===== src/design/ofd_defs.svh =====
// Constants for the opcode field decoder: bus offsets, field codes, resets.
// Assumes inclusion by bare name from the package and the decoder module.
`ifndef OFD_DEFS_SVH
`define OFD_DEFS_SVH
// Register byte offsets
`define OFD_ADR_CTRL 4'h0
`define OFD_ADR_STATUS 4'h4
`define OFD_ADR_BITS 4
// Register bit positions and resets
`define OFD_CTRL_WIDE 0
`define OFD_CTRL_RST 1'h0
`define OFD_ST_CRSV 0
`define OFD_ST_SINV 1
`define OFD_ST_LAST 2
`define OFD_ST_RST 3'h0
// Condition upper group
`define OFD_CC_EQ 3'h0
`define OFD_CC_NE 3'h1
`define OFD_CC_LT 3'h2
`define OFD_CC_LE 3'h3
`define OFD_CC_GT 3'h4
`define OFD_CC_GE 3'h5
`define OFD_CC_SET 3'h6
`define OFD_CC_CLR 3'h7
// Condition low nibble classes (bits 3:2) and flag picks (bits 1:0)
`define OFD_LO_OVF 2'h0
`define OFD_LO_FLG 2'h1
`define OFD_LO_AND 2'h2
`define OFD_LO_XOR 2'h3
`define OFD_FLG_TC1 2'h0
`define OFD_FLG_TC2 2'h1
`define OFD_FLG_CARRY 2'h2
// General register code layout
`define OFD_GP_AUX_BIT 3
`define OFD_GP_TMP_BIT 2
`define OFD_ONE4 4'h1
// Register codes in general register numbering
`define OFD_R_AC0 4'h0
`define OFD_R_AC1 4'h1
`define OFD_R_AC2 4'h2
`define OFD_R_AC3 4'h3
`define OFD_R_T0 4'h4
`define OFD_R_T1 4'h5
`define OFD_R_T2 4'h6
`define OFD_R_T3 4'h7
`define OFD_R_AR0 4'h8
`define OFD_R_AR1 4'h9
`define OFD_R_AR2 4'ha
`define OFD_R_AR3 4'hb
`define OFD_R_AR4 4'hc
`define OFD_R_AR5 4'hd
`define OFD_R_AR6 4'he
`define OFD_R_AR7 4'hf
// Swap selector codes
`define OFD_SW_AC02 6'h00
`define OFD_SW_AC13 6'h01
`define OFD_SW_T02 6'h04
`define OFD_SW_T13 6'h05
`define OFD_SW_AR02 6'h08
`define OFD_SW_AR13 6'h09
`define OFD_SW_AR4T0 6'h0c
`define OFD_SW_AR5T1 6'h0d
`define OFD_SW_AR6T2 6'h0e
`define OFD_SW_AR7T3 6'h0f
`define OFD_SW_P_AC02 6'h10
`define OFD_SW_P_T02 6'h14
`define OFD_SW_P_AR02 6'h18
`define OFD_SW_P_AR4T0 6'h1c
`define OFD_SW_P_AR6T2 6'h1e
`define OFD_SW_B_AR4T0 6'h2c
`define OFD_SW_AR01 6'h38
// Swap lengths in registers per side
`define OFD_LEN_NONE 3'h0
`define OFD_LEN_ONE 3'h1
`define OFD_LEN_PAIR 3'h2
`define OFD_LEN_BLOCK 3'h4
`endif


===== src/design/ofd_pkg.sv =====
// Types shared by the opcode field decoder and its surroundings.
// Assumes ofd_defs.svh is on the include path.
`include "ofd_defs.svh"
package ofd_pkg;
  typedef struct packed {
    logic cyc;
    logic stb;
    logic we;
    logic [31:0] adr;
    logic [3:0] sel;
    logic [31:0] dat;
  } ofd_wb_req_t;
  typedef struct packed {
    logic ack;
    logic [31:0] dat;
  } ofd_wb_rsp_t;
  typedef struct packed {
    logic valid;
    logic [6:0] cond_code;
    logic [1:0] tmp_dst_sel;
    logic [1:0] acc_dst_sel;
    logic [3:0] gp_src_code;
    logic [3:0] gp_dst_code;
    logic par_bit;
    logic wide_opt;
    logic [5:0] swap_sel;
  } ofd_instr_t;
  typedef struct packed {
    logic test_cond_flag_one;
    logic test_cond_flag_two;
    logic carry;
    logic [3:0] acc_ovf_flag;
  } ofd_flags_t;
  typedef struct packed {
    logic is_acc;
    logic is_tmp;
    logic is_aux;
    logic [2:0] idx;
  } ofd_reg_sel_t;
  typedef struct packed {
    logic valid;
    logic cond_true;
    logic cond_rsvd;
    logic [3:0] tmp_dst;
    logic [3:0] acc_dst;
    ofd_reg_sel_t gp_src;
    ofd_reg_sel_t gp_dst;
    logic par_en;
    logic wide_acc_mode;
    logic [3:0] swap_a;
    logic [3:0] swap_b;
    logic [2:0] swap_len;
    logic swap_invalid;
  } ofd_dec_t;
endpackage


===== src/design/ofd_decoder.sv =====
// Opcode field decoder: condition, register selects, label, swap codes.
// Assumes fields arrive synchronous to clk_sys and a classic Wishbone master.
//
// Design decisions made here: the address map and the Wishbone slave port.
`timescale 1ns/1ns
`include "ofd_defs.svh"

// Behaviour
// RULE1 - Condition groups 000 to 101 test the source register for equal, unequal, negative, non-positive, positive, non-negative.
// RULE2 - Codes 110 test overflow of the chosen accumulator, test flag one, test flag two or carry for one.
// RULE3 - Codes 111 00SS are true when the chosen accumulator overflow flag is zero.
// RULE4 - Codes 111 0100 to 111 0110 are true when flag one, flag two or carry is zero, and 111 0111 is reserved.
// RULE5 - Codes 110 10xx, 111 10xx and 111 11xx give AND, OR and XOR of the flags with per-bit inversion, 110 11xx reserved.
// RULE6 - The temporary destination selector picks temporary registers zero to three in order.
// RULE7 - The accumulator destination selector picks accumulators zero to three in order.
// RULE8 - The data label is an absolute address cut to the width the instruction format gives.
// RULE9 - The parallel-run bit is cleared at 0 and set at 1.
// RULE10 - General codes 0000 to 0011 pick accumulators and 0100 to 0111 pick temporary registers.
// RULE11 - General codes 1000 to 1111 pick auxiliary registers zero to seven for source and destination.
// RULE12 - The forty-bit option bit forces wide mode for that instruction, else the global setting holds.
// RULE13 - Swap codes 00 xxxx and 11 1000 exchange the listed single registers.
// RULE14 - Swap codes for pairs and the block exchange groups, and all other codes are invalid opcodes.
module ofd_decoder #(
  parameter int LABEL_W = 24,
  parameter int SRC_W = 40,
  parameter int LBITS_W = $clog2(LABEL_W + 1)
) (
  input wire logic clk_sys, // System clock
  input wire logic reset, // Synchronous reset
  input wire ofd_pkg::ofd_wb_req_t wb_req, // Bus request
  output ofd_pkg::ofd_wb_rsp_t wb_rsp, // Bus answer
  input wire ofd_pkg::ofd_instr_t instr, // Instruction fields
  input wire ofd_pkg::ofd_flags_t flags, // Status flags
  input wire logic signed [SRC_W-1:0] src_value, // Tested source value
  input wire logic [LABEL_W-1:0] abs_data_label, // Raw label bits
  input wire logic [LBITS_W-1:0] label_bits, // Label width of format
  output ofd_pkg::ofd_dec_t dec, // Decoded fields
  output logic [LABEL_W-1:0] label_addr // Absolute data address
);
  import ofd_pkg::*;

  generate
    if (LABEL_W < 1 || LABEL_W > 32 || SRC_W < 2) begin : g_bad
      $error("ofd_decoder: unsupported parameter values");
    end
  endgenerate

  function automatic ofd_reg_sel_t gp_decode(input logic [3:0] code);
    ofd_reg_sel_t r;
    r = '0;
    r.idx = code[2:0];
    if (code[`OFD_GP_AUX_BIT]) begin
      r.is_aux = 1'b1;
    end else if (code[`OFD_GP_TMP_BIT]) begin
      r.is_tmp = 1'b1;
      r.idx = {1'b0, code[1:0]};
    end else begin
      r.is_acc = 1'b1;
      r.idx = {1'b0, code[1:0]};
    end
    return r;
  endfunction

  logic ctrl_wide_q;
  logic [2:0] status_q;
  logic ack_q;
  logic [31:0] rdat_q;
  ofd_dec_t dec_q, dec_d;
  logic [LABEL_W-1:0] label_q, label_d;
  logic c_true, c_rsvd, f1, f2;
  logic [2:0] grp;
  logic [3:0] lo;
  logic bus_req, wr_en;
  logic [`OFD_ADR_BITS-1:0] adr_lo;

  // Condition evaluation
  always_comb begin
    grp = instr.cond_code[6:4];
    lo = instr.cond_code[3:0];
    f1 = flags.test_cond_flag_one ^ lo[1];
    f2 = flags.test_cond_flag_two ^ lo[0];
    c_true = 1'b0;
    c_rsvd = 1'b0;
    case (grp)
      `OFD_CC_EQ: c_true = (src_value == '0); // RULE1
      `OFD_CC_NE: c_true = (src_value != '0); // RULE1
      `OFD_CC_LT: c_true = (src_value < 0); // RULE1
      `OFD_CC_LE: c_true = (src_value <= 0); // RULE1
      `OFD_CC_GT: c_true = (src_value > 0); // RULE1
      `OFD_CC_GE: c_true = (src_value >= 0); // RULE1
      `OFD_CC_SET: begin
        if (lo[3:2] == `OFD_LO_OVF) begin
          c_true = flags.acc_ovf_flag[lo[1:0]]; // RULE2
        end else if (lo == {`OFD_LO_FLG, `OFD_FLG_TC1}) begin
          c_true = flags.test_cond_flag_one; // RULE2
        end else if (lo == {`OFD_LO_FLG, `OFD_FLG_TC2}) begin
          c_true = flags.test_cond_flag_two; // RULE2
        end else if (lo == {`OFD_LO_FLG, `OFD_FLG_CARRY}) begin
          c_true = flags.carry; // RULE2
        end else if (lo[3:2] == `OFD_LO_AND) begin
          c_true = f1 & f2; // RULE5
        end else begin
          c_rsvd = 1'b1; // RULE5
        end
      end
      default: begin
        if (lo[3:2] == `OFD_LO_OVF) begin
          c_true = !flags.acc_ovf_flag[lo[1:0]]; // RULE3
        end else if (lo == {`OFD_LO_FLG, `OFD_FLG_TC1}) begin
          c_true = !flags.test_cond_flag_one; // RULE4
        end else if (lo == {`OFD_LO_FLG, `OFD_FLG_TC2}) begin
          c_true = !flags.test_cond_flag_two; // RULE4
        end else if (lo == {`OFD_LO_FLG, `OFD_FLG_CARRY}) begin
          c_true = !flags.carry; // RULE4
        end else if (lo[3:2] == `OFD_LO_AND) begin
          c_true = f1 | f2; // RULE5
        end else if (lo[3:2] == `OFD_LO_XOR) begin
          c_true = f1 ^ f2; // RULE5
        end else begin
          c_rsvd = 1'b1; // RULE4
        end
      end
    endcase
  end

  // Field decode
  always_comb begin
    dec_d = '0;
    dec_d.valid = instr.valid;
    dec_d.cond_true = c_true & ~c_rsvd;
    dec_d.cond_rsvd = c_rsvd;
    dec_d.tmp_dst = `OFD_ONE4 << instr.tmp_dst_sel; // RULE6
    dec_d.acc_dst = `OFD_ONE4 << instr.acc_dst_sel; // RULE7
    dec_d.gp_src = gp_decode(instr.gp_src_code); // RULE10 RULE11
    dec_d.gp_dst = gp_decode(instr.gp_dst_code); // RULE10 RULE11
    dec_d.par_en = instr.par_bit; // RULE9
    dec_d.wide_acc_mode = instr.wide_opt | ctrl_wide_q; // RULE12
    dec_d.swap_len = `OFD_LEN_ONE;
    case (instr.swap_sel)
      `OFD_SW_AC02: {dec_d.swap_a, dec_d.swap_b} = {`OFD_R_AC0, `OFD_R_AC2}; // RULE13
      `OFD_SW_AC13: {dec_d.swap_a, dec_d.swap_b} = {`OFD_R_AC1, `OFD_R_AC3}; // RULE13
      `OFD_SW_T02: {dec_d.swap_a, dec_d.swap_b} = {`OFD_R_T0, `OFD_R_T2}; // RULE13
      `OFD_SW_T13: {dec_d.swap_a, dec_d.swap_b} = {`OFD_R_T1, `OFD_R_T3}; // RULE13
      `OFD_SW_AR02: {dec_d.swap_a, dec_d.swap_b} = {`OFD_R_AR0, `OFD_R_AR2}; // RULE13
      `OFD_SW_AR13: {dec_d.swap_a, dec_d.swap_b} = {`OFD_R_AR1, `OFD_R_AR3}; // RULE13
      `OFD_SW_AR4T0: {dec_d.swap_a, dec_d.swap_b} = {`OFD_R_AR4, `OFD_R_T0}; // RULE13
      `OFD_SW_AR5T1: {dec_d.swap_a, dec_d.swap_b} = {`OFD_R_AR5, `OFD_R_T1}; // RULE13
      `OFD_SW_AR6T2: {dec_d.swap_a, dec_d.swap_b} = {`OFD_R_AR6, `OFD_R_T2}; // RULE13
      `OFD_SW_AR7T3: {dec_d.swap_a, dec_d.swap_b} = {`OFD_R_AR7, `OFD_R_T3}; // RULE13
      `OFD_SW_AR01: {dec_d.swap_a, dec_d.swap_b} = {`OFD_R_AR0, `OFD_R_AR1}; // RULE13
      `OFD_SW_P_AC02: begin
        {dec_d.swap_a, dec_d.swap_b} = {`OFD_R_AC0, `OFD_R_AC2}; // RULE14
        dec_d.swap_len = `OFD_LEN_PAIR;
      end
      `OFD_SW_P_T02: begin
        {dec_d.swap_a, dec_d.swap_b} = {`OFD_R_T0, `OFD_R_T2}; // RULE14
        dec_d.swap_len = `OFD_LEN_PAIR;
      end
      `OFD_SW_P_AR02: begin
        {dec_d.swap_a, dec_d.swap_b} = {`OFD_R_AR0, `OFD_R_AR2}; // RULE14
        dec_d.swap_len = `OFD_LEN_PAIR;
      end
      `OFD_SW_P_AR4T0: begin
        {dec_d.swap_a, dec_d.swap_b} = {`OFD_R_AR4, `OFD_R_T0}; // RULE14
        dec_d.swap_len = `OFD_LEN_PAIR;
      end
      `OFD_SW_P_AR6T2: begin
        {dec_d.swap_a, dec_d.swap_b} = {`OFD_R_AR6, `OFD_R_T2}; // RULE14
        dec_d.swap_len = `OFD_LEN_PAIR;
      end
      `OFD_SW_B_AR4T0: begin
        {dec_d.swap_a, dec_d.swap_b} = {`OFD_R_AR4, `OFD_R_T0}; // RULE14
        dec_d.swap_len = `OFD_LEN_BLOCK;
      end
      default: begin
        dec_d.swap_len = `OFD_LEN_NONE;
        dec_d.swap_invalid = 1'b1; // RULE14
      end
    endcase
    // Only bits within the format's label width survive
    label_d = abs_data_label & ~({LABEL_W{1'b1}} << label_bits); // RULE8
  end

  always_ff @(posedge clk_sys) begin
    if (reset) begin
      dec_q <= '0;
      label_q <= '0;
    end else begin
      dec_q <= dec_d;
      label_q <= label_d;
    end
  end

  assign dec = dec_q;
  assign label_addr = label_q;

  // Wishbone slave, one wait state per access
  assign bus_req = wb_req.cyc & wb_req.stb & ~ack_q;
  // Writes land at the edge where the master takes ack
  assign wr_en = wb_req.cyc & wb_req.stb & ack_q & wb_req.we & wb_req.sel[0];
  assign adr_lo = wb_req.adr[`OFD_ADR_BITS-1:0];

  always_ff @(posedge clk_sys) begin
    if (reset) begin
      ack_q <= 1'b0;
      rdat_q <= '0;
    end else begin
      ack_q <= bus_req;
      rdat_q <= '0;
      if (bus_req && !wb_req.we) begin
        if (adr_lo == `OFD_ADR_CTRL && wb_req.adr[31:`OFD_ADR_BITS] == '0) begin
          rdat_q <= {31'h0, ctrl_wide_q};
        end else if (adr_lo == `OFD_ADR_STATUS && wb_req.adr[31:`OFD_ADR_BITS] == '0) begin
          rdat_q <= {29'h0, status_q};
        end
      end
    end
  end

  always_ff @(posedge clk_sys) begin
    if (reset) begin
      ctrl_wide_q <= `OFD_CTRL_RST;
    end else if (wr_en && adr_lo == `OFD_ADR_CTRL && wb_req.adr[31:`OFD_ADR_BITS] == '0) begin
      ctrl_wide_q <= wb_req.dat[`OFD_CTRL_WIDE];
    end
  end

  // Sticky bits clear on write of one; a new event wins over the clear
  logic [1:0] st_clr, st_set;
  always_comb begin
    st_clr = '0;
    if (wr_en && adr_lo == `OFD_ADR_STATUS && wb_req.adr[31:`OFD_ADR_BITS] == '0) begin
      st_clr = wb_req.dat[`OFD_ST_SINV:`OFD_ST_CRSV];
    end
    st_set = {dec_d.valid & dec_d.swap_invalid, dec_d.valid & dec_d.cond_rsvd};
  end

  always_ff @(posedge clk_sys) begin
    if (reset) begin
      status_q <= `OFD_ST_RST;
    end else begin
      status_q[`OFD_ST_SINV:`OFD_ST_CRSV] <= (status_q[`OFD_ST_SINV:`OFD_ST_CRSV] & ~st_clr) | st_set;
      if (dec_d.valid) begin
        status_q[`OFD_ST_LAST] <= dec_d.cond_true;
      end
    end
  end

  assign wb_rsp.ack = ack_q;
  assign wb_rsp.dat = rdat_q;
endmodule


===== config.mk =====
export PLATFORM = sky130hd
export DESIGN_NAME = ofd_decoder
export DESIGN_NICKNAME = d
export VERILOG_FILES = /design/src/design/ofd_pkg.sv /design/src/design/ofd_decoder.sv
export VERILOG_INCLUDE_DIRS = /design/src /design/src/design
export SDC_FILE = /design/constraint.sdc
export NUM_CORES = 1
export LEC_CHECK = 0
export BUFFER_PORTS_ARGS = -buffer_cell sky130_fd_sc_hd__buf_2
export CORE_AREA = 5 5 101 103
export DETAILED_ROUTE_END_ITERATION = 16
export DIE_AREA = 0 0 106 108
export PLACE_DENSITY = 0.72
export SYNTH_ARGS = -nofsm -noshare
export SYNTH_HDL_FRONTEND = slang
export SYNTH_SLANG_ARGS = --single-unit

===== constraint.sdc =====
create_clock -name clk_sys -period 2.9 [get_ports clk_sys]
set_clock_uncertainty 0.1 [all_clocks]
set_input_delay 0.145 -clock clk_sys [delete_from_list [all_inputs] [get_ports clk_sys]]
set_output_delay 0.145 -clock clk_sys [all_outputs]
set_load 0.1 [all_outputs]

==> run metrics <==
Internal about 1.5 mW; Post-CTS Hold Buffers between 40 and 50; clock buffer depth 2; Syn Inst Count around 330; Via Count 3247; number of global-route vias before repair 3322; initial antenna violation count 0; dpl ws roughly 0.90 ns; largest stage delay on the critical path between 0.5 and 0.6 ns; Multi-input gate area around 1400 um^2; sequential share of power 40.0%; top cells by count, synth dfxtp_1, buf_4, nor4_1, a21oi_1; Max FO, Critical Path 3; layout cells sized above 1 39.8%; nets about 750; H-tree levels 3; relative slew slack 58.2%; post-synth top area share 45.7%; ys flop type dfxtp_1; core area 9110 um^2; synth top area cells dfxtp_1, buf_4, nor4_1; cts bufs inserted 9; FF+latch area ~1400 um^2; power per cell area 531 nW/um^2; Placed Instances 627; Cell Area, Placed 3970 um^2; Filler cells 857; post-CTS setup buffer count 0; Max Slew Vio Count 0; die footprint approximately 11000 um^2; Hold Vio Cnt, Final 0; maximum vdd drop approximately 0.22 mV; count leader, synth dfxtp_1; starting density of the core 32.7%; register bit total from synthesis 68; CTS Sinks 68; RePlAce Congestion 0.934; Worst-Skew Late Latency between 0.3 and 0.4 ns; DRC viols 0; Final ANT Viol Nets 0; WL final 9.86 mm; fraction of registers with async set/reset 0%; Die Width 106 um; Sw Share 39.9%; CP endpoint kind flip-flop; clk slew on worst S/H paths 0.08 ns; max_cap viols 0; DR WL/cell 14.2 um; dominant cell type by area after synthesis dfxtp_1; synthesized area per cell 9.11 um^2; min cycle time layout 1.97 ns; Finished Layout Cells 692; EDFF count, synth 0; CP max stage cell dlygate4sd3_1; register area share after synthesis between 40% and 50%; post-DP HPWL between 7 and 8 mm; Avg Vias per Cell 4.69; run status finished, final reports clean; CTS tree built; GRT Overall Usage 16.7%; final setup vio count 0; cell mode on critical path dlygate4sd3_1; Psw 979 uW; Yosys warnings 0; Ports about 270; Slew @ Worst Pin 0.626 ns; root buffer cell clkbuf_8; Synth Cell Area a little under 3000 um^2; critical path type input pin to flip-flop; setup TNS 0 ns; unrepaired setup endpoints after global routing no; Worst EP arrival 2.15 ns; Die H between 100 and 150 um; Worst EP required 3.08 ns; Final WS setup a little over 0.9 ns; IO buf count 208; Lkg Pwr 2.30 nW; min-delay worst type input pin to flip-flop; CTS-repair resized insts 0; first-pass GRT wire length between 15 and 20 mm; grt total ovfl 0; num rows 35; drt initial violations 149; worst path cell trace dlygate4sd3_1, buf_2, nand2_1, dlygate4sd3_1, nor3_1, nor4b_1, and3_1; DRT Pass-1 Iters 4; largest net degree at the start of global routing 33; clock share of power 28.6%; fin crit share 67.9%; fmax ~510 MHz; Comb pwr share a little under a third; Critical path buffers and inverters 3; Area Overhead vs Synth 55.3%; Finished Cell Area 4630 um^2; cell family with most CP delay buffers and inverters; CP Launch Type input pin; Yosys cell types between 40 and 50
-- area by class of cell --
cell class	count	share of cell area (%)
repair buffers	257	33.1
multi-input cells	227	29.7
clock buffers	9	2.68
flip-flops and latches	68	29.4
diodes	1	0.0541
inverters	12	0.974
clock inverters	7	1.11
well taps	111	3.00
-- logic make-up (layout without fill, tap and decap cells) --
logic type / after synthesis / count (layout) / share of synthesized area [%]
AOI/OAI and AO/OA: 49 / 49 / 11.3
xor gates and xnor gates: 3 / 3 / 0.882
adders and majority gates: 2 / 2 / 0.840
buffers and inverters: 60 / 285 / 11.7
DFF: 68 / 68 / 45.7
muxes: 7 / 7 / 2.81
other: 1 / 30 / 0.126
and+or+nand+nor: 137 / 137 / 26.6
-- layout by cell type (no fill, tap or decap), types with 3 or more instances in the layout --
master	count
dlygate4sd3_1	48
nand4_1	4
conb_1	29
nor3b_1	12
nor2b_1	12
o21ai_0	9
clkbuf_8	9
nand2b_1	8
nand2_1	18
nor3_1	13
mux2i_1	5
nand3_1	7
dfxtp_1	68
a21oi_1	21
inv_1	12
and3b_1	5
and3_1	5
and2_1	4
buf_2	208
nor2_1	18
nor4b_1	3
nor4_1	22
-- layer usage --
layer | GRT usage [%] | up-vias | share of wire [%]
met1 | 18.9 | 1488 | 39
met2 | 29.6 | 154 | 50
met3 | 4.54 | 15 | 8.5
li1 | - | 1590 | -
met5 | 0 | - | 0
met4 | 7.12 | 0 | 1.8
-- stage by stage --
step | utilization, % | total power, mW | hold slack [ns]
detailed placement | 43.6 | 1.72 | 0.233
floorplan | - | 1.59 | 0.112
global placement | 43.6 | 1.71 | 0.226
global route | 50.8 | 2.57 | 0.00973
CTS | 50.8 | 2.48 | 0.00270
finish | 50.8 | 2.45 | 0.0185
-- path summary, 6_finish.rpt --
check	startpoint	to	slack, ns	depth (start not counted)
hold reg to reg	ack_q$_SDFF_PP0_	ack_q$_SDFF_PP0_	0.35	1
setup / recovery	wb_req[69]	rdat_q[1]$_SDFF_PP0_	0.93	7
setup reg to reg	ack_q$_SDFF_PP0_	ctrl_wide_q$_SDFFE_PP0P_	1.44	5
hold / removal	wb_req[1]	status_q[1]$_SDFF_PP0_	0.02	4
-- power by group through the flow --
| stage | Sequential (mW) | Combinational [mW] | Clock, mW |
|---|---|---|---|
| finish | 0.983 | 0.770 | 0.702 |
| global route | 0.986 | 0.808 | 0.772 |
| CTS | 0.982 | 0.767 | 0.729 |
| detailed placement | 1.00 | 0.716 | 0 |
| global placement | 1.00 | 0.708 | 0 |
| floorplan | 1.26 | 0.322 | 0 |
-- flip-flops by register name, summed over array words and instances, names as in the netlist --
| signal | flops |
|---|---|
| ack_q | 1 |
| ctrl_wide_q | 1 |
| label_addr | 24 |
| status_q | 3 |
| rdat_q | 3 |
| dec | 36 |
-- worst register-to-register path: stages, from the launching register on --
cell and delay [ns]:
dfxtp_1 0.35, nand3_1 0.07, nor4_1 0.34, nor2b_1 0.22, mux2i_1 0.20, nor2_1 0.05
No activity file was read; power rests on OpenSTA's default activity.
